[src/timer_three_defines.vh]
// Register map, field positions and reset values of the 16-bit timer/counter
`ifndef TIMER_THREE_DEFINES_VH
`define TIMER_THREE_DEFINES_VH

`define ADDR_W 4
`define ADDR_CONTROL 4'h0
`define ADDR_COUNT_LOW 4'h1
`define ADDR_COUNT_HIGH 4'h2
`define ADDR_IRQ_STATUS 4'h3
`define ADDR_IRQ_MASK 4'h4

`define CONTROL_RESET 8'h00
`define BIT_TIMER_RUN 0
`define BIT_WIDE_ACCESS 1
`define BIT_SYNC_DISABLE 2
`define BIT_OSC_ENABLE 3
`define PRESCALE_LSB 4
`define CLKSEL_LSB 6

`define CLKSEL_INSTR 2'h0
`define CLKSEL_SYSTEM 2'h1
`define CLKSEL_EXTERNAL 2'h2

`define PRESCALE_1 2'h0
`define PRESCALE_2 2'h1
`define PRESCALE_4 2'h2
`define PRESCALE_8 2'h3

`define INSTR_DIVIDE 2'h3
`define BIT_IRQ_OVERFLOW 0

`endif

[src/edge_sync.v]
// Two-stage synchroniser with rising-edge detect on the synchronised level
`timescale 1ns/1ps
`default_nettype none

module edge_sync (
  // Clock and reset
  input wire ref_clk,
  input wire rst_b,
  // Asynchronous level in
  input wire asyncIn,
  // Synchronised level and rising-edge pulse
  output wire syncOut,
  output wire riseOut
);

  reg meta_q;
  reg sync_q;
  reg last_q;

  always @(posedge ref_clk or negedge rst_b)
  begin
    if (!rst_b)
    begin
      meta_q <= 1'b0;
      sync_q <= 1'b0;
      last_q <= 1'b0;
    end
    else
    begin
      meta_q <= asyncIn;
      sync_q <= meta_q;
      last_q <= sync_q;
    end
  end

  assign syncOut = sync_q;
  assign riseOut = sync_q & ~last_q;

endmodule

`default_nettype wire

[src/timer_three.v]
// 16-bit timer/counter with selectable clock source, prescaler and overflow interrupt
//
// The placing of the registers and strobed register access were decided locally.
`timescale 1ns/1ps
`default_nettype none
`include "timer_three_defines.vh"

// What this block does
// - Sixteen-bit up-counter, clocked internally as timer or externally as counter.
// - Count is visible as separately readable and writable high and low bytes.
// - Clock select 00 instruction clock, 01 system clock, 10 external source.
// - External source with oscillator disabled counts rising edges of count pin.
// - External source with oscillator enabled uses crystal or digital aux pin.
// - Prescale field divides the input clock by 1, 2, 4 or 8.
// - Oscillator enable bit turns on the secondary oscillator for this timer.
// - Sync bit 0 synchronises external clock; 1 selects a separate two-flop path with the same timing.
// - With an internal source the sync bit is ignored.
// - Wide access bit makes both count bytes transfer as one operation.
// - Capture/compare special event trigger resets the counter.
// - Control register also supplies clock selection to capture/compare units.
module timer_three (
  // Clock and reset
  input wire ref_clk,
  input wire rst_b,
  // Register port
  input wire [`ADDR_W-1:0] regAddr,
  input wire [7:0] regWrData,
  input wire regWrite,
  input wire regRead,
  output reg [7:0] regRdData,
  // External clock sources
  input wire extCountClockPin,
  input wire digitalAuxClockPin,
  input wire secondaryOscillator,
  input wire auxOscModeConfig,
  // Capture/compare link
  input wire specialEventTrigger,
  output wire [1:0] captureClockSelect,
  output wire secondaryOscEnable,
  // Interrupt
  output wire timerIrq
);

  wire selExt;
  wire selSys;
  wire [1:0] clkSel;
  wire [1:0] prescaleSel;
  wire extRaw;
  wire extSyncLevel;
  wire extSyncRise;
  wire extTick;
  wire inputTick;
  wire prescaleTick;
  wire countStep;
  wire [15:0] countInc;
  wire overflowEvent;

  reg [7:0] control_q;
  reg [15:0] count_q;
  reg [15:0] count_d;
  reg [7:0] highBuffer_q;
  reg [7:0] highBuffer_d;
  reg [1:0] instrDiv_q;
  reg [2:0] prescale_q;
  reg prescaleHit;
  reg extRawLast_q;
  reg extRawMeta_q;
  reg extRawDly_q;
  reg [0:0] irqStatus_q;
  reg [0:0] irqMask_q;

  // Divider terminal mask for each prescale code
  function [2:0] prescaleMask;
    input [1:0] code;
    begin
      case (code)
        `PRESCALE_2: prescaleMask = 3'h1;
        `PRESCALE_4: prescaleMask = 3'h3;
        `PRESCALE_8: prescaleMask = 3'h7;
        default: prescaleMask = 3'h0;
      endcase
    end
  endfunction

  assign clkSel = control_q[`CLKSEL_LSB+1:`CLKSEL_LSB];
  assign prescaleSel = control_q[`PRESCALE_LSB+1:`PRESCALE_LSB];
  assign selExt = (clkSel == `CLKSEL_EXTERNAL);
  assign selSys = (clkSel == `CLKSEL_SYSTEM);
  assign secondaryOscEnable = control_q[`BIT_OSC_ENABLE];
  assign captureClockSelect = clkSel;

  // Pick the external source: pin, crystal or digital aux input
  assign extRaw = !control_q[`BIT_OSC_ENABLE] ? extCountClockPin :
                  (auxOscModeConfig ? digitalAuxClockPin : secondaryOscillator);

  edge_sync extSync (
    .ref_clk(ref_clk),
    .rst_b(rst_b),
    .asyncIn(extRaw),
    .syncOut(extSyncLevel),
    .riseOut(extSyncRise)
  );

  // Unsynchronised path still needs two flops to sample safely on one clock;
  // it keeps the edge-qualifying stage too, so its timing matches edge_sync.
  always @(posedge ref_clk or negedge rst_b)
  begin
    if (!rst_b)
    begin
      extRawMeta_q <= 1'b0;
      extRawDly_q <= 1'b0;
      extRawLast_q <= 1'b0;
    end
    else
    begin
      extRawMeta_q <= extRaw;
      extRawDly_q <= extRawMeta_q;
      extRawLast_q <= extRawDly_q;
    end
  end

  assign extTick = control_q[`BIT_SYNC_DISABLE] ?
                   (extRawDly_q & ~extRawLast_q) : extSyncRise;

  // Instruction clock is the system clock divided by four
  always @(posedge ref_clk or negedge rst_b)
  begin
    if (!rst_b)
      instrDiv_q <= 2'h0;
    else
      instrDiv_q <= instrDiv_q + 2'h1;
  end

  // Sync bit only matters on the external path
  assign inputTick = selExt ? extTick :
                     selSys ? 1'b1 : (instrDiv_q == `INSTR_DIVIDE);

  always @*
  begin
    prescaleHit = inputTick && ((prescale_q & prescaleMask(prescaleSel)) ==
                  prescaleMask(prescaleSel));
  end

  always @(posedge ref_clk or negedge rst_b)
  begin
    if (!rst_b)
      prescale_q <= 3'h0;
    else if (regWrite && (regAddr == `ADDR_CONTROL))
      prescale_q <= 3'h0;
    else if (inputTick && control_q[`BIT_TIMER_RUN])
      prescale_q <= prescale_q + 3'h1;
  end

  assign prescaleTick = prescaleHit;
  assign countStep = prescaleTick && control_q[`BIT_TIMER_RUN];
  assign countInc = count_q + 16'h0001;
  assign overflowEvent = countStep && (count_q == 16'hffff) && !specialEventTrigger;

  // Count update: software write, trigger reset, then counting
  always @*
  begin
    count_d = count_q;
    highBuffer_d = highBuffer_q;
    if (countStep)
      count_d = countInc;
    if (specialEventTrigger)
      count_d = 16'h0000;
    if (regWrite && (regAddr == `ADDR_COUNT_HIGH))
    begin
      if (control_q[`BIT_WIDE_ACCESS])
        highBuffer_d = regWrData;
      else
        count_d[15:8] = regWrData;
    end
    if (regWrite && (regAddr == `ADDR_COUNT_LOW))
    begin
      count_d[7:0] = regWrData;
      if (control_q[`BIT_WIDE_ACCESS])
        count_d[15:8] = highBuffer_q;
    end
    // Wide read latches the high byte with the low byte
    if (regRead && (regAddr == `ADDR_COUNT_LOW) && control_q[`BIT_WIDE_ACCESS])
      highBuffer_d = count_q[15:8];
  end

  always @(posedge ref_clk or negedge rst_b)
  begin
    if (!rst_b)
    begin
      count_q <= 16'h0000;
      highBuffer_q <= 8'h00;
    end
    else
    begin
      count_q <= count_d;
      highBuffer_q <= highBuffer_d;
    end
  end

  // Control and mask registers
  always @(posedge ref_clk or negedge rst_b)
  begin
    if (!rst_b)
    begin
      control_q <= `CONTROL_RESET;
      irqMask_q <= 1'b0;
    end
    else if (regWrite)
    begin
      if (regAddr == `ADDR_CONTROL)
        control_q <= regWrData;
      if (regAddr == `ADDR_IRQ_MASK)
        irqMask_q <= regWrData[`BIT_IRQ_OVERFLOW];
    end
  end

  // Sticky overflow flag, cleared by reading status; a new overflow wins
  always @(posedge ref_clk or negedge rst_b)
  begin
    if (!rst_b)
      irqStatus_q <= 1'b0;
    else if (overflowEvent)
      irqStatus_q <= 1'b1;
    else if (regRead && (regAddr == `ADDR_IRQ_STATUS))
      irqStatus_q <= 1'b0;
  end

  assign timerIrq = |(irqStatus_q & irqMask_q);

  // Read data one cycle after the strobe; unmapped reads give zero
  always @(posedge ref_clk or negedge rst_b)
  begin
    if (!rst_b)
      regRdData <= 8'h00;
    else if (regRead)
    begin
      case (regAddr)
        `ADDR_CONTROL: regRdData <= control_q;
        `ADDR_COUNT_LOW: regRdData <= count_q[7:0];
        `ADDR_COUNT_HIGH: regRdData <= control_q[`BIT_WIDE_ACCESS] ?
                                       highBuffer_q : count_q[15:8];
        `ADDR_IRQ_STATUS: regRdData <= {7'h00, irqStatus_q};
        `ADDR_IRQ_MASK: regRdData <= {7'h00, irqMask_q};
        default: regRdData <= 8'h00;
      endcase
    end
    else
      regRdData <= 8'h00;
  end

  // Selecting the system clock for capture/compare use is left to software
  // the hardware does not block it.

endmodule

`default_nettype wire

[config.mk]
export PLATFORM = sky130hd
export DESIGN_NAME = timer_three
export DESIGN_NICKNAME = d
export VERILOG_FILES = /design/src/edge_sync.v /design/src/timer_three.v
export VERILOG_INCLUDE_DIRS = /design/src
export SDC_FILE = /design/constraint.sdc
export NUM_CORES = 1
export LEC_CHECK = 0
export BUFFER_PORTS_ARGS = -buffer_cell sky130_fd_sc_hd__buf_2
export CAP_MARGIN = 20
export CORE_MARGIN = 5
export CORE_UTILIZATION = 52
export DETAILED_ROUTE_END_ITERATION = 6
export GPL_TIMING_DRIVEN = 0
export PLACE_DENSITY_LB_ADDON = 0.05
export SYNTH_ARGS = -nofsm -noshare
export SYNTH_HDL_FRONTEND = slang
export SYNTH_SLANG_ARGS = --single-unit
export TNS_END_PERCENT = 20
[constraint.sdc]
create_clock -name ref_clk -period 1.6 [get_ports ref_clk]
set_input_delay 0.24 -clock ref_clk [delete_from_list [all_inputs] [get_ports ref_clk]]
set_output_delay 0.24 -clock ref_clk [all_outputs]
set_load 0.02 [all_outputs]
---- After elaboration in Yosys (flattened, before gate mapping) ----
Cells that the tools add are included.
word-level totals
  input bits .............................. 21
  memories ................................ 0
  latch bits .............................. 0
  RAM bits ................................ 0
  memory bits (read-only) ................. 0
  register bits after elaboration ......... 50
cells by class
  order comparisons ....................... 0
  reductions and logical operators ........ 21
  bitwise gates (word level) .............. 4
  mux-type cells .......................... 21
  eq/ne operators ......................... 12
  multiply operators ...................... 0
  shift operators ......................... 0
  add/sub/neg operators ................... 3
  divide/modulo/power cells ............... 0
operator list
  operator                 number
  $mux W8                  8
  $mux W16                 3
  $pmux W8 S5              1
  $add A16 B1 Y16 const B  1
  $eq A16 B16 Y1 const B   1
  $logic_and A1 B1 Y1      11
  $pmux W3 S3              1
  $eq A2 B2 Y1 const B     4
  $eq A4 B2 Y1 const B     2
  $reduce_bool A2 Y1       4
  $mux W1                  6
  $mux W3                  2
  $reduce_and A2 Y1        3
  $eq A2 B1 Y1 const B     2
  $eq A4 B1 Y1 const B     1
  $eq A4 B3 Y1 const B     1
  $logic_not A4 Y1         1
  $add A3 B1 Y3 const B    1
  $and A3 B3 Y3            1
  $eq A3 B3 Y1             1
  $reduce_bool A3 Y1       1
  $add A2 B1 Y2 const B    1
  $and A1 B1 Y1            2
  $logic_not A1 Y1         1
  $not A1 Y1               1

---- Longest topological paths before layout ----
  word-level depth ........................ 12
  depth in mapped cells ................... 7
  gate-level depth less buffers ........... 5

---- Modules after synthesis ----
Synthesis repeated with hierarchy kept, for this count alone.
unflattened totals
  cell total of the unflattened synthesis .. 258
  area, all modules ....................... 2691.3 sq um
by module, submodules not included
  module       area an instance (sq um)  cells each  seq. area each (sq um)  instances
  timer_three  2602.5                    254         1251.2                  1
  edge_sync    88.8                      4           75.1                    1

---- Least setup slack after synthesis ----
OpenSTA, ideal clock, no wires.
  path type ............................... register to register
  start point ............................. reg prescale_q[2]
  end point ............................... reg count_q[8]
  stages on the path, launching flop included .. 7
  path slack .............................. 0.013 ns
  library setup time ...................... 0.083 ns
  clock period less this slack ............ 1.587 ns
  arrival time ............................ 1.505 ns
  required time ........................... 1.517 ns
  path through ............................ dfrtp_1 -> nand2b_1 -> a21boi_1 -> buf_2 -> nor4_1 -> xnor2_1 -> o21ai_0
on the way
  cells in the longest elaborated chain, start to end .. 10
RTL lines
  item                      RTL line           source
  start: declaration        timer_three.v:64   reg [2:0] prescale_q;
  start signal: assignment  timer_three.v:151  prescale_q <= prescale_q + 3'h1;
  $and A3 B3 Y3 (*)         timer_three.v:140  prescaleHit = inputTick && ((prescale_q & prescaleMask(prescaleSel)) ==
  $eq A3 B3 Y1 (*)          timer_three.v:140
  $logic_and A1 B1 Y1 (*)   timer_three.v:140
  $logic_and A1 B1 Y1 (*)   timer_three.v:155  assign countStep = prescaleTick && control_q[`BIT_TIMER_RUN];
  $mux W16 (*)              timer_three.v:164  if (countStep)
  $mux W16 (*)              timer_three.v:166  if (specialEventTrigger)
  $mux W8                   timer_three.v:170  if (control_q[`BIT_WIDE_ACCESS])
  $mux W8 (*)               timer_three.v:168  if (regWrite && (regAddr == `ADDR_COUNT_HIGH))
  $mux W8                   timer_three.v:178  if (control_q[`BIT_WIDE_ACCESS])
  $mux W16 (*)              timer_three.v:175  if (regWrite && (regAddr == `ADDR_COUNT_LOW))
  net count_d[8]            timer_three.v:60   reg [15:0] count_d;
  end signal: assignment    timer_three.v:195  count_q <= count_d;
  end: declaration          timer_three.v:59   reg [15:0] count_q;
Mark *: on every way through the listed nets, which the timed path passes. The rest lies on a longest branch. The select of a mux whose other input is x is not followed.
A chain may end at the register's enable or synchronous reset.

---- Worst setup path in the final report ----
  start point ............................. reg control_q[6]
  end point ............................... reg prescale_q[1]
on the way
  cells in the longest elaborated chain, start to end .. 5
  elaborated cells between the ends (all ways) .. 6
  classes of those cells .................. eq/ne (2); mux (2); reduce/logical (2)
RTL lines
  item                              RTL line           source
  start: declaration                timer_three.v:58   reg [7:0] control_q;
  start signal: assignment          timer_three.v:205  control_q <= `CONTROL_RESET;
  start signal: assignment          timer_three.v:211  control_q <= regWrData;
  $eq A2 B1 Y1 (no line)            --
  $mux W1                           timer_three.v:136  selSys ? 1'b1 : (instrDiv_q == `INSTR_DIVIDE);
  $mux W1 (*)                       timer_three.v:135  assign inputTick = selExt ? extTick :
  $logic_and A1 B1 Y1 (*)           timer_three.v:150  else if (inputTick && control_q[`BIT_TIMER_RUN])
  $reduce_bool A2 Y1 (no line) (*)  --
Mark *: on every way between the ends. The rest lies on a longest branch, timed or not.

==> summary.md <==
| Metric | Value |
|---|---|
| Status | finished, violations left |
| Failing checks | negative setup slack |
| HPWL after DPL | 4.864 mm |
| Net Sw Frac | a little under a third |
| GPL Wtd Cong | between 0.8 and 0.9 |
| Setup tns final | -975.0 ps |
| WHS | 156.7 ps |
| CP startpoint kind | register |
| Worst-Margin Slew | between 600 and 700 ps |
| Clock network power share | between 20 and 30% |
| Clk buf depth | 2 |
| Final Skew | between 10 and 15 ps |
| Die width | 82.87 um |
| TritonCTS buffer count | 5 |
| Setup Viol. Count Final | 16 |
| Max Cap Viol | 0 |
| Final global-route overflow total | 0 |
| WP data arrival | roughly 1900 ps |
| Synth Register Bits | 50 |
| Delay-heaviest family, CP | flip-flops |
| Min-delay src | extCountClockPin |
| Syn avg cell area | ~10 um^2 |
| Root Driver | clkbuf_8 |
| Initial antenna violation count | 0 |
| Wirelength, routed | 7.275 mm |
| Yosys warns | 0 |
| # nets final | between 300 and 400 |
| Post-synthesis instance total | 271 |
| Async set-reset flop share out of synthesis | 100.0% |
| Sequential area share after synthesis | a little under half |
| Netlist Area Pre-Place | ~0.0028 mm^2 |
| Combinational fraction of design power | about 30% |
| Layout Cells excl Fill | just under 400 |
| PD cells | approximately 1100 mW/mm^2 |
| Via density | between 5 and 6 |
| Reg2reg start | control_q[6]$_DFFE_PN0P_ |
| Vias | approximately 2300 |
| Initial core utilization | about 54% |
| DRT Pass-1 Iters | 4 |
| Largest net degree at the start of global routing | just over 50 |
| Net Sw Power | ~1.2 mW |
| WHS Endpoint | extSync.meta_q$_DFF_PN0_ |
| Fraction of layout cells with a size suffix above 1 | between 30% and 40% |
| Post-synth EDFFs | 0 |
| Max stage delay cell, worst path | dfrtp_2 |
| R2r setup slk | -90 ps |
| Vias in the first global route | between 2000 and 2500 |
| Period utilisation layout | 105.9% |
| Clk_lat worst skew | between 300 and 400 ps |
| Routed wire per std cell | 18.65 um |
| Largest family of logic cells by synthesized area | simple AND/OR/NAND/NOR gates |
| Crit. End Element | register |
| Top FF cell, synth | dfrtp_1 |
| Core Rows | 26 |
| Synth Area in XOR/XNOR | under 10% |
| Worst Path Required | about 1800 ps |
| Max Clock Freq | about 600 MHz |
| # DRC | 0 |
| Core area | 0.005140 mm^2 |
| Htree depth | 2 |
| Reg clk slew, reported paths | about 90 ps |
| Adder-Cell Fraction of Synth Area | under 10% |
| Fin util | between 60% and 70% |
| CP Launch Point | control_q[6]$_DFFE_PN0P_ |
| Overall Global Routing Usage | a little over a fifth |
| Internal power | between 2 and 3 mW |
| Worst setup margin | -94.20 ps |
| R2r worst-path depth | 6 |
| HP Class | in -> reg |
| Post-synth cell types | 42 |
| R2r endpoint | prescale_q[1]$_DFFE_PN0P_ |
| Crit Path Max Fanout | 5 |
| Endpoints failing hold | 0 |
| Crit path buf inv count | 2 |
| Iteration-0 DRC count of the detailed router | between 100 and 150 |
| Mux cell area share after synthesis | between 10% and 20% |
| Clock period minus worst slack | 1694 ps |
| Die area | between 0.006 and 0.007 mm^2 |
| Crit path cell chain | xor2_4 > o221ai_4 > buf_16 > buf_6 > mux2i_1 > a21oi_1 |
| Most frequent cells in the layout | dfrtp_1, buf_2, nand2_1 |
| Critical path type | reg -> reg |
| Placed instance count | about 370 |
| Peak supply drop | approximately 0.95 mV |
| Slew Viols, Final | 0 |
| Seq pwr share | a little over two fifths |
| Layout area overhead | 27.64% |
| Die height | approximately 83 um |
| Pre-CTS setup slack | -309.2 ps |
| Commonest non-fill, non-tap cell in the layout | dfrtp_1 |
| Buffers on Ports | 31 |
| I/O pin total | 33 |
| Lkg Pwr | between 1 and 1.5 nW |
| Crit path largest cell delay | 470 ps |
| Post-Syn Nets | roughly 300 |
| Hold Path Depth | 3 |
| First-pass GRT wire length | around 12 mm |
| Placed instance area | ~0.003 mm^2 |
| Power Total | ~3.9 mW |
| Clock tree sinks | 50 |
| ANT cells | 0 |
| Slew HR | 53.66% |
| Synth Area in Simple Gates | 18.94% |
| Finished Cell Area | roughly 0.0035 mm^2 |
| Final ANT Viol Nets | 0 |
| Synth Area in Compound Gates | about 14% |
| RSZ-0062 raised after global routing | yes |
| TritonCTS clock tree | built |
worst min-delay path, cell delays in order:
cell and delay [ps]:
buf_2 70, nor2_1 30, a21oi_1 90
power by group through the flow:
stage / Combinational [mW] / Sequential [mW] / Clock [mW]
6_report: 1.16 / 1.62 / 1.09
2_1_floorplan: 0.528 / 1.57 / 0
3_3_place_gp: 0.721 / 1.60 / 0
4_1_cts: 1.05 / 1.61 / 1.11
5_1_grt: 1.23 / 1.65 / 1.16
3_5_place_dp: 0.731 / 1.60 / 0
flip-flops by register name, indices dropped and copies added (netlist names):
register         count
count_q             16
control_q            8
highBuffer_q         8
regRdData            8
prescale_q           3
instrDiv_q           2
extSync.last_q       1
extSync.meta_q       1
extSync.syncOut      1
irqMask_q            1
irqStatus_q          1
cell families after synthesis:
kind of cell	Yosys count
simple gates	84
compound gates	64
flops	50
mux	28
buf+inv	24
xor+xnor	18
fa+ha+maj	3
per-layer routing:
metal	wire length, um	part of all wire, %	GRT usage (%)
met4	123	1.7	6.984
met3	348	4.8	4.554
met5	0	0	0
met1	3239	45	29.59
met2	3563	49	34.91
Yosys cell counts (all sizes together), types with 4 or more instances:
cell type,instances,area [um^2]
clkbuf,7,26.28
nand2,32,120.1
nand4,5,31.28
nor4b,5,56.31
a21oi,20,100.1
dfrtp,50,1251
buf,13,75.06
nor2,6,22.52
inv,4,15.01
xnor2,16,140.1
mux2i,12,120.1
nor4,12,130.1
a22oi,12,90.09
mux2,16,180.2
nand3,6,30.03
o21ai,25,125.1
how the worst max path moves through the flow:
| stage | endpoint | slack [ps] | cells past startpoint |
|---|---|---|---|
| after global routing | prescale_q[1]$_DFFE_PN0P_ | -180 | 6 |
| after floorplan | count_q[8]$_DFF_PN0_ | 10 | 6 |
| after global placement | regRdData[4]$_DFF_PN0_ | -280 | 5 |
| final | prescale_q[1]$_DFFE_PN0P_ | -90 | 6 |
| after CTS | count_q[2]$_DFFE_PN0P_ | -100 | 6 |
| after detailed placement | highBuffer_q[5]$_DFFE_PN0P_ | -310 | 7 |
repair_timing:
item / 4_1_cts / 5_1_grt
gates resized for setup: 39 / 14
cloned: 2 / 0
hold endpoints to repair: 0 / 25
endpoints found under the setup margin: 26 / 32
pin swaps: 27 / 17
hold buffers: 0 / 1
setup buffers: 6 / 2
layout make-up:
cell class	count	area [um^2]
fillers	410	1615
multi-input cells	198	1610
flip-flops and latches	50	1254
repair buffers	42	287.8
plain buffers	18	127.6
well taps	70	87.58
clock buffers	6	82.58
clock inverters	2	60.06
inverters	4	15.01
No activity file was read; power rests on OpenSTA's default activity.
